`src/logic/emp_pkg.sv`:
```
// package for the external memory port control block
// assumes one 40 MHz clock domain and a synchronous active-high reset
package emp_pkg;
   localparam int ADDR_W = 16; // external address width
   localparam int DATA_W = 24; // external data width
   localparam int ARB_BIT = 7; // mode word bit choosing wait/strobe over request/grant
   localparam logic [7:0] MODE_RST = 8'h00; // mode word value after reset
   localparam int WAIT_MIN_NS = 25; // least strobe width in ns
   localparam int CLK_NS = 25; // clock period in ns
   localparam int WAIT_MIN_CYC = (WAIT_MIN_NS + CLK_NS - 1) / CLK_NS; // rounded up
   localparam logic [1:0] SPACE_P = 2'h0; // program space
   localparam logic [1:0] SPACE_X = 2'h1; // x data space
   localparam logic [1:0] SPACE_Y = 2'h2; // y data space

   // port states
   typedef enum logic [1:0] {EMP_IDLE, EMP_ACCESS, EMP_RELEASED} emp_state_type;

   // one core access request
   typedef struct packed {
      logic valid;
      logic write;
      logic [1:0] space;
      logic [ADDR_W-1:0] addr;
      logic [DATA_W-1:0] wdata;
   } emp_req_type;

   // pin outputs with their enables
   typedef struct packed {
      logic [ADDR_W-1:0] addr;
      logic addr_oe;
      logic [DATA_W-1:0] data;
      logic data_oe;
      logic program_space_select_n;
      logic data_space_select_n;
      logic xy_select;
      logic read_n;
      logic write_n;
      logic ctrl_oe;
      logic grant_strobe_n;
      logic grant_strobe_oe;
   } emp_pins_type;
endpackage

```
`src/logic/emp_port.sv`:
```
// external memory port: address/data pins, strobes, arbitration, mode pins
// assumes core requests and mode writes come from logic on clk_sys
`timescale 1ns/1ps
module emp_port #(
   parameter int WAIT_MIN = emp_pkg::WAIT_MIN_CYC
) (
   input wire logic clk_sys,
   input wire logic rst,
   input wire emp_pkg::emp_req_type core_req,
   input wire logic insn_done,
   input wire logic mode_we,
   input wire logic [7:0] mode_wdata,
   input wire logic [1:0] irq_edge_mode,
   input wire logic [1:0] irq_ack,
   input wire logic [emp_pkg::DATA_W-1:0] data_in,
   input wire logic bus_request_n,
   input wire logic boot_mode_pin_a,
   input wire logic boot_mode_pin_b,
   output emp_pkg::emp_pins_type pins_q,
   output logic core_ack_q,
   output logic [emp_pkg::DATA_W-1:0] core_rdata_q,
   output logic [7:0] operating_mode_register_q,
   output logic external_request_a_q,
   output logic external_request_b_q
);
   // whole port state
   typedef struct packed {
      emp_pkg::emp_state_type state;
      emp_pkg::emp_pins_type pins;
      logic ack;
      logic [emp_pkg::DATA_W-1:0] rdata;
      logic [7:0] mode;
      logic strap_pend;
      logic strap_wait; // pin modules latch the strap one edge after release
      logic [7:0] cnt;
      logic req_s1;
      logic req_s2;
   } emp_port_type;
   emp_port_type st_q, st_d;

   logic strap_a, strap_b; // latched boot levels
   logic irq_a, irq_b; // pending interrupts

   // pin a: strap plus request a
   emp_irq_input u_pin_a (
      .clk_sys(clk_sys),
      .rst(rst),
      .pin_n(boot_mode_pin_a),
      .edge_mode(irq_edge_mode[0]),
      .irq_ack(irq_ack[0]),
      .strap_q(strap_a),
      .irq_q(irq_a)
   );

   // pin b: strap plus request b
   emp_irq_input u_pin_b (
      .clk_sys(clk_sys),
      .rst(rst),
      .pin_n(boot_mode_pin_b),
      .edge_mode(irq_edge_mode[1]),
      .irq_ack(irq_ack[1]),
      .strap_q(strap_b),
      .irq_q(irq_b)
   );

   logic arb_wait; // bit set selects wait/strobe use of the shared pins
   logic req_low; // synchronised request or wait level
   assign arb_wait = st_q.mode[emp_pkg::ARB_BIT];
   assign req_low = !st_q.req_s2;

   // next state
   always_comb begin
      st_d = st_q;
      st_d.req_s1 = bus_request_n;
      st_d.req_s2 = st_q.req_s1;
      st_d.ack = 1'b0;
      // strap comes out of the pin module one edge after release
      if (st_q.strap_wait) begin
         // strap not yet latched in the pin modules, skip this edge
         st_d.strap_wait = 1'b0;
      end else if (st_q.strap_pend) begin
         st_d.mode[1:0] = {strap_b, strap_a};
         st_d.strap_pend = 1'b0;
      end else if (mode_we) begin
         st_d.mode = mode_wdata;
      end
      case (st_q.state)
         emp_pkg::EMP_IDLE: begin
            // outputs driven except data, strobes idle, address keeps last value
            st_d.pins.ctrl_oe = 1'b1;
            st_d.pins.addr_oe = 1'b1;
            st_d.pins.grant_strobe_oe = 1'b1;
            st_d.pins.grant_strobe_n = 1'b1;
            st_d.pins.data_oe = 1'b0;
            st_d.pins.program_space_select_n = 1'b1;
            st_d.pins.data_space_select_n = 1'b1;
            st_d.pins.read_n = 1'b1;
            st_d.pins.write_n = 1'b1;
            if (!arb_wait && req_low && insn_done) begin
               // release address, data and control pins at instruction end; grant pin stays driven
               st_d.pins.ctrl_oe = 1'b0;
               st_d.pins.addr_oe = 1'b0;
               st_d.pins.data_oe = 1'b0;
               st_d.state = emp_pkg::EMP_RELEASED;
            end else if (core_req.valid) begin
               st_d.pins.addr = core_req.addr; // address moves only here
               st_d.pins.data = core_req.wdata;
               st_d.pins.data_oe = core_req.write;
               st_d.pins.program_space_select_n =
                  !(core_req.space == emp_pkg::SPACE_P);
               st_d.pins.data_space_select_n =
                  (core_req.space == emp_pkg::SPACE_P);
               st_d.pins.xy_select = (core_req.space == emp_pkg::SPACE_X);
               st_d.pins.read_n = core_req.write;
               st_d.pins.write_n = !core_req.write;
               st_d.pins.grant_strobe_n = !arb_wait; // strobe marks access
               st_d.cnt = 8'(WAIT_MIN);
               st_d.state = emp_pkg::EMP_ACCESS;
            end
         end
         emp_pkg::EMP_ACCESS: begin
            // hold strobes until minimum width done and wait pin high
            if (st_q.cnt > 8'h01) begin
               st_d.cnt = st_q.cnt - 8'h01;
            end else if (!(arb_wait && req_low)) begin
               st_d.ack = 1'b1;
               st_d.rdata = data_in;
               st_d.pins.read_n = 1'b1;
               st_d.pins.write_n = 1'b1;
               st_d.pins.program_space_select_n = 1'b1;
               st_d.pins.data_space_select_n = 1'b1;
               st_d.pins.grant_strobe_n = 1'b1;
               st_d.pins.data_oe = 1'b0;
               st_d.state = emp_pkg::EMP_IDLE;
            end
         end
         emp_pkg::EMP_RELEASED: begin
            // grant asserted only now that the port floats
            st_d.pins.grant_strobe_n = 1'b0;
            st_d.pins.data_oe = 1'b0;
            if (!req_low || arb_wait) begin
               st_d.pins.grant_strobe_n = 1'b1;
               st_d.pins.ctrl_oe = 1'b1;
               st_d.pins.addr_oe = 1'b1;
               st_d.state = emp_pkg::EMP_IDLE;
            end
         end
         default: st_d.state = emp_pkg::EMP_IDLE;
      endcase
   end

   // registers; reset floats control and grant pins
   always_ff @(posedge clk_sys) begin
      if (rst) begin
         st_q.state <= emp_pkg::EMP_IDLE;
         st_q.pins <= '0;
         st_q.pins.ctrl_oe <= 1'b0;
         st_q.pins.grant_strobe_oe <= 1'b0;
         st_q.pins.program_space_select_n <= 1'b1;
         st_q.pins.data_space_select_n <= 1'b1;
         st_q.pins.read_n <= 1'b1;
         st_q.pins.write_n <= 1'b1;
         st_q.pins.grant_strobe_n <= 1'b1;
         st_q.ack <= 1'b0;
         st_q.rdata <= '0;
         st_q.mode <= emp_pkg::MODE_RST;
         st_q.strap_pend <= 1'b1;
         st_q.strap_wait <= 1'b1;
         st_q.cnt <= 8'h00;
         st_q.req_s1 <= 1'b1;
         st_q.req_s2 <= 1'b1;
      end else begin
         st_q <= st_d;
      end
   end

   // outputs straight from flip-flops
   assign pins_q = st_q.pins;
   assign core_ack_q = st_q.ack;
   assign core_rdata_q = st_q.rdata;
   assign operating_mode_register_q = st_q.mode;
   assign external_request_a_q = irq_a;
   assign external_request_b_q = irq_b;
endmodule

```
`src/logic/emp_irq_input.sv`:
```
// one mode/interrupt pin: synchroniser, strap latch and interrupt detector
// assumes the pin is asynchronous to clk_sys
`timescale 1ns/1ps
module emp_irq_input (
   input wire logic clk_sys,
   input wire logic rst,
   input wire logic pin_n,
   input wire logic edge_mode,
   input wire logic irq_ack,
   output logic strap_q,
   output logic irq_q
);
   // all state of this pin
   typedef struct packed {
      logic s1;
      logic s2;
      logic s3;
      logic rst_d1;
      logic strap;
      logic pend;
   } emp_irqs_type;
   emp_irqs_type st_q, st_d;

   // next state
   always_comb begin
      st_d = st_q;
      st_d.s1 = pin_n; // pin only read, never driven
      st_d.s2 = st_q.s1;
      st_d.s3 = st_q.s2;
      st_d.rst_d1 = rst;
      // catch the strap on the first edge after reset leaves
      if (st_q.rst_d1 && !rst) begin
         st_d.strap = st_q.s2;
      end
      if (rst) begin
         st_d.pend = 1'b0;
      end else if (edge_mode) begin
         // falling edge latches; a new edge beats the acknowledge
         if (st_q.s3 && !st_q.s2) begin
            st_d.pend = 1'b1;
         end else if (irq_ack) begin
            st_d.pend = 1'b0;
         end
      end else begin
         st_d.pend = !st_q.s2; // level mode follows the pin
      end
   end

   // registers; synchroniser runs through reset so the strap is settled
   always_ff @(posedge clk_sys) begin
      if (rst) begin
         st_q.pend <= 1'b0;
         st_q.s1 <= st_d.s1;
         st_q.s2 <= st_d.s2;
         st_q.s3 <= st_d.s3;
         st_q.rst_d1 <= 1'b1;
         st_q.strap <= st_q.strap;
      end else begin
         st_q <= st_d;
      end
   end

   assign strap_q = st_q.strap;
   assign irq_q = st_q.pend; // interrupts only live after reset
endmodule

```
`config.mk`:
```
export PLATFORM = sky130hd
export DESIGN_NAME = emp_port
export DESIGN_NICKNAME = d
export VERILOG_FILES = /design/src/logic/emp_pkg.sv /design/src/logic/emp_port.sv /design/src/logic/emp_irq_input.sv
export SDC_FILE = /design/constraint.sdc
export NUM_CORES = 1
export LEC_CHECK = 0
export BUFFER_PORTS_ARGS = -buffer_cell sky130_fd_sc_hd__buf_2
export CORE_UTILIZATION = 50
export DETAILED_ROUTE_END_ITERATION = 12
export PLACE_DENSITY_LB_ADDON = 0.2
export RECOVER_POWER = 50
export SYNTH_ARGS = -nofsm -noshare
export SYNTH_HDL_FRONTEND = slang
export SYNTH_SLANG_ARGS = --single-unit
```
`constraint.sdc`:
```
create_clock -name clk_sys -period 2.02 [get_ports clk_sys]
set_input_delay 0.202 -clock clk_sys [delete_from_list [all_inputs] [get_ports clk_sys]]
set_output_delay 0.202 -clock clk_sys [all_outputs]
set_load 0.02 [all_outputs]
```
* Word-level counts from Yosys, hierarchy flattened
Cells that the tools add are included.
** Storage, ports and cells
- Register bits :: 109
- Input port bits :: 87
- Output and inout bits :: 85
- Logic and storage cells :: 132
** Operators by class
- Add/sub/neg operators :: 1
- $lt $le $gt $ge :: 1
- Equal/unequal tests :: 12
- Muxes and demuxes :: 44
- Bitwise operators :: 7
- Reductions and logical operators :: 33
** Operators with widths (count)
- $mux W8 :: 4
- $mux W30 :: 1
- $mux W25 :: 1
- $mux W18 :: 1
- $mux W2 :: 8
- $pmux W8 S2 :: 1
- $mux W1 :: 15
- $reduce_and A3 Y1 :: 5
- $mux W3 :: 4
- $ne A2 B2 Y1 const B :: 6
- $mux W11 :: 1
- $gt A8 B1 Y1 const B :: 1
- $pmux W2 S2 :: 2
- $reduce_and A2 Y1 :: 4
- $reduce_and A4 Y1 :: 2
- $sub A8 B1 Y8 const B :: 1
- $logic_and A1 B1 Y1 :: 7
- $logic_not A1 Y1 :: 7
- $not A1 Y1 :: 7
- $ne A3 B1 Y1 const B :: 2
- $pmux W1 S3 :: 2
- $pmux W2 S3 :: 1
- $reduce_bool A2 Y1 :: 3
- $mux W5 :: 1
- 8 further kinds :: 11

* Depth between registers and ports, before layout
Gate-level depths: netlist (run 1).
- Word-level depth :: 6
- Mapped depth :: 8
- Mapped depth without buffers :: 6

* Modules after synthesis
A second synthesis (run 1) with hierarchy kept.
** Unflattened totals
- Cells, all modules :: 560
- Area total of the unflattened synthesis :: 4976.0 sq um
** Modules (own cells, without submodules)
- emp_port :: instances 1, cells an instance 538, area each 4650.7 sq um, seq. area each 1941.9 sq um
- emp_irq_input :: instances 2, cells an instance 11, area each 162.7 sq um, seq. area each 130.1 sq um

* Worst setup path before layout (run 1)
OpenSTA, ideal clock, no wires.
- Path kind :: flip-flop to flip-flop
- Start :: reg st_q[95] (netlist bit)
- End :: reg st_q[5] (netlist bit)
- Setup time :: 0.076 ns
- Arrival time :: 1.735 ns
- Required time :: 1.944 ns
- Path slack :: 0.210 ns
- Cell stages (with the launch flop) :: 8
- Path buffers :: 1
- Clock period less this slack :: 1.810 ns
- Cell sequence :: dfxtp_1 inv_1 ha_1 buf_2 mux2_2 nand2_1 or4_1 a21boi_0
** Between the ends
- Word-level cells in the longest chain between the ends :: 3
- Elaborated cells on any way between the ends :: 8
- Classes of those cells :: eq/ne (4); mux (1); reduce/logical (3)
** RTL lines
- start: declaration :: line emp_port.sv:39 : emp_port_type st_q, st_d;
- start signal: assignment :: line emp_port.sv:173 : st_q <= st_d;
- $eq A2 B1 Y1 or $logic_not A2 Y1 (tied branches) :: line emp_port.sv:87 : case (st_q.state)
- $ne A2 B2 Y1 (no source line) or $reduce_bool A2 Y1 (tied branches)
- $reduce_and A4 Y1 (no source line)
Several ways; a longest one is shown, not always the timed one.
A chain may end at the register's enable or synchronous reset.

* Worst setup path in the final report (run 1)
Ends and elaborated chain as after synthesis.

==> out/summary.txt, run 1 <==
====================================================================================
Worst-margin pin slew .................................................      1600 ps
Synthesized net count .................................................          658
Non-filler cells in the finished layout ...............................          783
Fill cell total of the finished layout ................................          912
Number of nets with antenna violations after routing ..................            0
Antenna Diode Count ...................................................            0
Longest individual stage delay on the worst path ......................       530 ps
Flip-flop cell with the highest count after synthesis ................. sky130_fd_sc_hd__dfxtp_1
Combined flip-flop and latch cell area ................................     2160 um2
Clk root buf .......................................................... sky130_fd_sc_hd__clkbuf_8
Capture point of the worst reg-to-reg path ............................      st_q[5]
DP Cell Count .........................................................          765
Worst min-delay path category ......................................... input port to flip-flop
Net count of the finished layout ......................................          742
CTS tree ..............................................................         done
Violations in the final reports ....................................... capacitance limit, slew limit
Count of endpoints failing setup in the final report ..................            0
Crit path max-delay family ............................................ simple AND/OR/NAND/NOR gates
Clock latency on the worst-skew pair ..................................       360 ps
Post-synth cell types .................................................           44
Clock-pin transition on the worst setup and hold timing paths .........       110 ps
GR Overflow Total .....................................................            0
Number of placement rows ..............................................           35
Proportion of layout cells with a drive suffix above 1 ................        19.7%
Hold EP ...............................................................      st_d[0]
Setup ws final ........................................................       127 ps
Crit path arrival time ................................................      2170 ps
Fin Clk Skew ..........................................................      12.8 ps
Vias per Instance .....................................................         4.86
Combined area of the multi-input logic cells ..........................     1980 um2
Number of antenna violations at the first check in global routing .....            0
Post-synthesis sequential area ratio ..................................        43.9%
Top fanout value on the critical path .................................            6
Seq cells post-synth ..................................................          107
Max_cap viols .........................................................            1
Number of clock buffers inserted by TritonCTS .........................            9
Effective utilization at floorplan ....................................        52.6%
Worst hold start ...................................................... bus_request_n
Critical path startpoint category .....................................    flip-flop
Number of pins with negative max-slew slack in the final report .......           38
Worst-case reg-to-reg path depth ......................................            6
Post-CTS Setup Inserts ................................................            0
Type of the worst setup path .......................................... flip-flop to flip-flop
Cell breakdown of the critical path ................................... inv_1, ha_1, mux2_2, nand2_1, or4_1, a21boi_0
Worst vdd ir ..........................................................       448 uV
Via count .............................................................         3804
I/O Pins ..............................................................          172
Buffers and inverters on the worst path ...............................            1
Crit-path slowest cell ................................................ sky130_fd_sc_hd__or4_1
Netlist area before placement .........................................     4930 um2
Slack of the worst reg-to-reg path ....................................       130 ps
Mapped Cells ..........................................................          565
Number of enable flip-flop cells after synthesis ......................            2
Final HPWL DP .........................................................      7210 um
Gr usage total ........................................................        19.0%
Vias in the first global route ........................................         3407
Area Growth Syn to Fin ................................................        10.4%
Die ar. ...............................................................    10300 um2
Setup crit end kind ...................................................    flip-flop
Most repeated cell in the gate-level netlist after synthesis .......... sky130_fd_sc_hd__dfxtp_1
Maximum number of pins on one net before global-route repair ..........           76
Clock Sink Count ......................................................          107
Fin. Hold Viols .......................................................            0
Beginning of the worst register-to-register path ......................     st_q[95]
Leading area contributor after synthesis .............................. sky130_fd_sc_hd__dfxtp_1
Max Clk Rate ..........................................................      528 MHz
Required time at the worst-slack endpoint .............................      2300 ps
Power per unit of standard cell area ..................................   847 nW/um2
Total wirelength of the detailed-routed design ........................     10000 um
Period Utilization, post-route ........................................        93.7%
Outcome ............................................................... complete, but fails checks
Most instantiated cells after synthesis ............................... sky130_fd_sc_hd__dfxtp_1 (105), sky130_fd_sc_hd__nand2_1 (87), sky130_fd_sc_hd__buf_4 (82)
Floorplan die width ...................................................       101 um
Largest cells by area after synthesis ................................. sky130_fd_sc_hd__dfxtp_1 (43%), sky130_fd_sc_hd__buf_4 (12%), sky130_fd_sc_hd__mux2i_1 (6.9%), sky130_fd_sc_hd__nand2_1 (6.6%), sky130_fd_sc_hd__nand2b_1 (6.4%)
Final weighted congestion in routability-driven placement .............        0.805
Post-Route Setup TNS ..................................................         0 ps
Min Tclk post-route ...................................................      1890 ps
Global-route wire length before repair ................................     15600 um
Remaining DRCs ........................................................            0
Hold Path Stages ......................................................            2
Rel. slew slack .......................................................       -6.47%
Proportion of synthesized flip-flops having asynchronous set or reset .           0%
DP Worst Slack ........................................................       104 ps
IO buf count ..........................................................          171
Area share of the largest cell type after synthesis ...................        42.7%
DIE HEIGHT ............................................................       101 um
Pleak .................................................................      2.19 nW
Setup repair after global routing missed its margin ...................        false
Average wire per cell in the routed design ............................      12.8 um
DR pass1 iterations ...................................................            4
Number of H-tree levels ...............................................            3
Syn avg cell area .....................................................     8.72 um2
Area inside the core boundary .........................................     9370 um2
Yosys Warn Count ......................................................            0
Drt initial violations ................................................          127
Number of buffers on the longest clock path ...........................            2
Final-layout worst hold slack .........................................      26.9 ps
====================================================================================
==> timing repair <==
action | 4_1_cts | 5_1_grt
hold endpoints to repair | 2 | 0
hold buffers | 2 | 0
endpoints found under the setup margin | 0 | 4
resized for setup | 0 | 4
==> worst reg2reg max path, cell delays in order (launching register included) <==
cell                       delay (ps)
sky130_fd_sc_hd__dfxtp_2          370
sky130_fd_sc_hd__inv_1             60
sky130_fd_sc_hd__ha_1             260
sky130_fd_sc_hd__mux2_2           280
sky130_fd_sc_hd__nand2_1          140
sky130_fd_sc_hd__or4_1            530
sky130_fd_sc_hd__a21boi_0         170
==> registers in the layout, summed over array words and instances, names as in the netlist <==
signal and cells:
core_ack_q 1, core_rdata_q 24, operating_mode_register_q 8, pins_q 50
st_d 1, st_q 13, u_pin_a.irq_q 1, u_pin_a.st_d 2
u_pin_a.st_q 1, u_pin_a.strap_q 1, u_pin_b.irq_q 1, u_pin_b.st_d 2
u_pin_b.st_q 1, u_pin_b.strap_q 1
==> layout make-up <==
| cell class | count | share of cell area (%) |
|---|---|---|
| Multi-Input combinational cell | 337 | 36.4 |
| Inverter | 11 | 0.759 |
| Timing Repair Buffer | 183 | 16.3 |
| Clock buffer | 9 | 2.28 |
| Tap cell | 129 | 2.97 |
| Clock inverter | 7 | 1.47 |
| Sequential cell | 107 | 39.8 |
==> routing by layer <==
metal / global-route usage [%] / wire length [um] / vias up
li1: - / - / 1950
met1: 22.8 / 4440 / 1714
met2: 33.0 / 4720 / 135
met3: 6.63 / 803 / 5
met4: 4.01 / 67 / 0
met5: 0 / 0 / -
==> how the worst max path moves through the flow <==
stage	start	end	slack, ps	cells after the start
floorplan	st_q[95]	st_q[5]	210	7
global placement	st_q[2]	st_q[8]	150	7
detailed placement	st_q[2]	st_q[8]	100	7
CTS	st_q[95]	st_q[5]	90	6
global route	st_q[2]	st_q[8]	6	7
finish	st_q[95]	st_q[5]	130	6
==> cells by family after synthesis <==
kind of cell | synth area share (%)
buf+inv | 16.0
flops | 43.9
fa+ha+maj | 1.52
simple gates | 22.2
mux | 7.14
compound gates | 9.27
==> cell usage in the layout, fill, tap and decap left out, types with 5 or more instances in the layout <==
master	instances
sky130_fd_sc_hd__a31oi_1	7
sky130_fd_sc_hd__clkbuf_8	9
sky130_fd_sc_hd__dfxtp_1	103
sky130_fd_sc_hd__buf_2	92
sky130_fd_sc_hd__inv_1	11
sky130_fd_sc_hd__clkbuf_1	79
sky130_fd_sc_hd__ha_1	5
sky130_fd_sc_hd__mux2i_1	34
sky130_fd_sc_hd__or3_1	5
sky130_fd_sc_hd__buf_4	6
sky130_fd_sc_hd__or4_1	5
sky130_fd_sc_hd__nand2_1	87
sky130_fd_sc_hd__o21ai_0	6
sky130_fd_sc_hd__nor3_1	8
sky130_fd_sc_hd__nand3_1	6
sky130_fd_sc_hd__a21oi_1	51
sky130_fd_sc_hd__nand2b_1	50
sky130_fd_sc_hd__nor2_1	30
==> power breakdown <==
part | switching (mW) | total [mW] | internal, mW | leakage, nW
clock network | 0.767 | 1.36 | 0.597 | 0.105
registers | 0.0861 | 2.35 | 2.26 | 0.881
logic | 0.548 | 0.892 | 0.345 | 1.20
==> stage by stage <==
stage          utilization [%]  total power, mW  area (um2)
6_report                  58.1             4.61        5440
2_1_floorplan                -             3.13        4930
3_5_place_dp              56.7             3.31        5310
4_1_cts                   59.1             4.67        5540
3_3_place_gp              56.7             3.29        5310
5_1_grt                   58.1             4.85        5440
(Power assumes the default switching activity.)
==> run 2, diff against run 1 <==
--- a/config.mk
+++ b/config.mk
@@ -5,8 +5,10 @@
 export SDC_FILE = /design/constraint.sdc
 export NUM_CORES = 1
 export LEC_CHECK = 0
+export ABC_AREA = 1
 export BUFFER_PORTS_ARGS = -buffer_cell sky130_fd_sc_hd__buf_2
-export CORE_UTILIZATION = 50
+export CORE_UTILIZATION = 52
+export CTS_BUF_LIST = sky130_fd_sc_hd__clkbuf_2 sky130_fd_sc_hd__clkbuf_4 sky130_fd_sc_hd__clkbuf_8
 export DETAILED_ROUTE_END_ITERATION = 12
 export PLACE_DENSITY_LB_ADDON = 0.2
 export RECOVER_POWER = 50
==> out/summary.txt, run 2 <==
====================================================================================
Leading area contributor after synthesis .............................. sky130_fd_sc_hd__dfxtp_1
Number of pins with negative max-slew slack in the final report .......            0   -100%
Most repeated cell in the gate-level netlist after synthesis .......... sky130_fd_sc_hd__nor2_1
Clk root buf .......................................................... sky130_fd_sc_hd__clkbuf_8
Seq cells post-synth ..................................................          107   unchanged
Power per unit of standard cell area ..................................   899 nW/um2   +6.2%
Min Tclk post-route ...................................................      1810 ps   -83.6 ps
Effective utilization at floorplan ....................................        53.4%   +0.81 points
Netlist area before placement .........................................     4880 um2   -0.84%
Most frequent cells in the layout ..................................... sky130_fd_sc_hd__nor2_1 (159), sky130_fd_sc_hd__dfxtp_1 (105), sky130_fd_sc_hd__nand2_1 (99), sky130_fd_sc_hd__buf_2 (90), sky130_fd_sc_hd__clkbuf_1 (82)
Most common cell after layout, fill and taps aside .................... sky130_fd_sc_hd__nor2_1
Number of antenna violations at the first check in global routing .....            0   unchanged
IO buf count ..........................................................          171   unchanged
Post-CTS Setup Inserts ................................................            0   unchanged
Via count .............................................................         4013   +5.5%
Clock-pin transition on the worst setup and hold timing paths .........       100 ps   about the same
Proportion of layout cells with a drive suffix above 1 ................        17.8%   -2.0 points
Type of the worst setup path .......................................... flip-flop to flip-flop
DIE HEIGHT ............................................................      98.9 um   -2.3%
Syn avg cell area .....................................................     7.39 um2   -15%
Pleak .................................................................      2.58 nW   +18%
Proportion of synthesized flip-flops having asynchronous set or reset .           0%   unchanged
Setup crit end kind ...................................................    flip-flop
Synthesized net count .................................................          754   +15%
Outcome ............................................................... finished, final reports clean
Largest cells by area after synthesis ................................. sky130_fd_sc_hd__dfxtp_1 (43%), sky130_fd_sc_hd__buf_4 (13%), sky130_fd_sc_hd__nor2_1 (12%), sky130_fd_sc_hd__nand2_1 (7.6%), sky130_fd_sc_hd__o21ai_0 (4.7%)
Yosys Warn Count ......................................................            0   unchanged
Beginning of the worst register-to-register path ......................      st_q[2]
GR Overflow Total .....................................................            0   unchanged
Total wirelength of the detailed-routed design ........................      9640 um   -3.9%
Number of buffers on the longest clock path ...........................            2   unchanged
Floorplan die width ...................................................      98.9 um   -2.3%
Rel. slew slack .......................................................        39.0%   +46 points
Number of enable flip-flop cells after synthesis ......................            2   unchanged
Post-Route Setup TNS ..................................................         0 ps   unchanged
Area inside the core boundary .........................................     9150 um2   -2.3%
Area Growth Syn to Fin ................................................        8.30%
Die ar. ...............................................................     9790 um2   -4.6%
Remaining DRCs ........................................................            0   unchanged
I/O Pins ..............................................................          172   unchanged
Net count of the finished layout ......................................          837   +13%
Fin. Hold Viols .......................................................            0   unchanged
Drt initial violations ................................................          193   +52%
Capture point of the worst reg-to-reg path ............................    pins_q[4]
Setup repair after global routing missed its margin ...................        false
CTS tree ..............................................................         done
Mapped Cells ..........................................................          661   +17%
Gr usage total ........................................................        19.8%   +0.81 points
Worst min-delay path category ......................................... input port to flip-flop
Max Clk Rate ..........................................................      553 MHz   +4.6%
Clock Sink Count ......................................................          107   unchanged
Critical path startpoint category .....................................    flip-flop
Global-route wire length before repair ................................     15800 um   +1.2%
Number of nets with antenna violations after routing ..................            0   unchanged
Post-synth cell types .................................................           30   -32%
Most instantiated cells after synthesis ............................... sky130_fd_sc_hd__nor2_1 (159), sky130_fd_sc_hd__dfxtp_1 (105), sky130_fd_sc_hd__nand2_1 (99)
Area share of the largest cell type after synthesis ...................        43.0%   +0.36 points
Summed area of non-filler cells in the final layout ...................     5290 um2   -2.8%
Number of placement rows ..............................................           35   unchanged
Hold Path Stages ......................................................            2   unchanged
Slack of the worst reg-to-reg path ....................................       210 ps   +80 ps
Count of endpoints failing setup in the final report ..................            0   unchanged
Required time at the worst-slack endpoint .............................      2230 ps   -70 ps
Final HPWL DP .........................................................      6830 um   -5.3%
DP Area ...............................................................     5190 um2   -2.4%
Worst-margin pin slew .................................................       914 ps   -683 ps
Post-synthesis sequential area ratio ..................................        44.3%   +0.37 points
Crit path arrival time ................................................      2020 ps   -150 ps
Fin Clk Skew ..........................................................      12.8 ps   -0.0156 ps
Worst vdd ir ..........................................................       444 uV   -1.0%
Top fanout value on the critical path .................................           11   +5
Period Utilization, post-route ........................................        89.6%   -4.1 points
Vias per Instance .....................................................         4.67   -4.0%
Hold EP ...............................................................      st_d[0]
Number of flip-flops under the largest register name ..................           50   unchanged
Average wire per cell in the routed design ............................      11.2 um   -13%
Antenna Diode Count ...................................................            0   unchanged
Maximum number of pins on one net before global-route repair ..........           50   -34%
Worst hold start ...................................................... bus_request_n
Hold-fix buffer count after cts .......................................            2   unchanged
Number of H-tree levels ...............................................            3   unchanged
Worst-case reg-to-reg path depth ......................................            9   +3
Clock latency on the worst-skew pair ..................................       360 ps   about the same
Max_cap viols .........................................................            0   -1
Number of clock buffers inserted by TritonCTS .........................            9   unchanged
Post-CTS Resized ......................................................            0   unchanged
Flip-flop cell with the highest count after synthesis ................. sky130_fd_sc_hd__dfxtp_1
Final weighted congestion in routability-driven placement .............        0.931   +16%
DR pass1 iterations ...................................................            4   unchanged
Vias in the first global route ........................................         3663   +7.5%
====================================================================================
==> run 2: cell types whose count changed in the layout (fill, tap and decap cells not counted), sizes merged, moves of 23 or more <==
| cell | previous run | this run |
|---|---|---|
| a21oi | 51 | 19 |
| nor2 | 31 | 171 |
| nand2b | 50 | 0 |
| mux2i | 34 | 0 |
| o21ai | 6 | 52 |
| inv | 16 | 57 |
| nand3 | 6 | 29 |
==> run 2: worst max-delay path, cell delays in order, from the launching register on <==
cell and delay, ps:
sky130_fd_sc_hd__dfxtp_1 360, sky130_fd_sc_hd__inv_1 100, sky130_fd_sc_hd__ha_1 240, sky130_fd_sc_hd__nor2_1 70, sky130_fd_sc_hd__nor2_1 170, sky130_fd_sc_hd__nand2_2 100, sky130_fd_sc_hd__nand2_1 290, sky130_fd_sc_hd__nand2_1 170
sky130_fd_sc_hd__nand2_1 100, sky130_fd_sc_hd__nand3_1 70
==> run 2: layout make-up <==
cell class                 instances  area, um2
inverter                          54        203
multi-input combinational        393       1750
fill                             892       3860
sequential                       107       2160
clock buffer                      11        145
tap                              111        139
clock inverter                     5       42.5
timing repair buffer             179        853
==> run 2: per-stage QoR <==
step           worst slack [ps]  util [%]  hold WS [ps]  instances  total power [mW]
5_1_grt                    18.3      57.8          5.60        860              5.04
4_1_cts                     246      58.9          13.9        860              4.85
2_1_floorplan               498         -           230        661              3.47
3_5_place_dp                270      56.7           306        842              3.61
3_3_place_gp                358      56.7           305        842              3.57
6_report                    211      57.8          23.1        860              4.75
==> run 2: worst max path at each step <==
stage	start	to	slack, ps	cells past startpoint
after detailed placement	st_q[2]	pins_q[6]	270	9
after global placement	st_q[2]	pins_q[6]	360	9
after floorplan	st_q[2]	core_rdata_q[15]	500	11
after CTS	st_q[2]	pins_q[6]	250	9
final	st_q[2]	pins_q[4]	210	9
after global routing	st_q[2]	pins_q[4]	20	9
==> run 2: per-layer routing <==
layer,track usage [%],up-vias,routed length [um]
li1,-,2114,-
met3,4.96,6,657
met5,0,-,0
met1,24.5,1761,4620
met4,7.35,0,88
met2,33.4,132,4270
==> run 2: power breakdown <==
part           switching, mW  internal, mW
Sequential             0.103          2.32
Clock                  0.722         0.515
Combinational          0.733         0.363
Total                   1.56          3.20
==> run 2: kinds of logic after synthesis <==
logic type / synth area share, %
compound gates: 7.89
fa+ha+maj: 1.54
simple gates: 26.1
buf+inv: 20.0
xor+xnor: 0.179
flops: 44.3
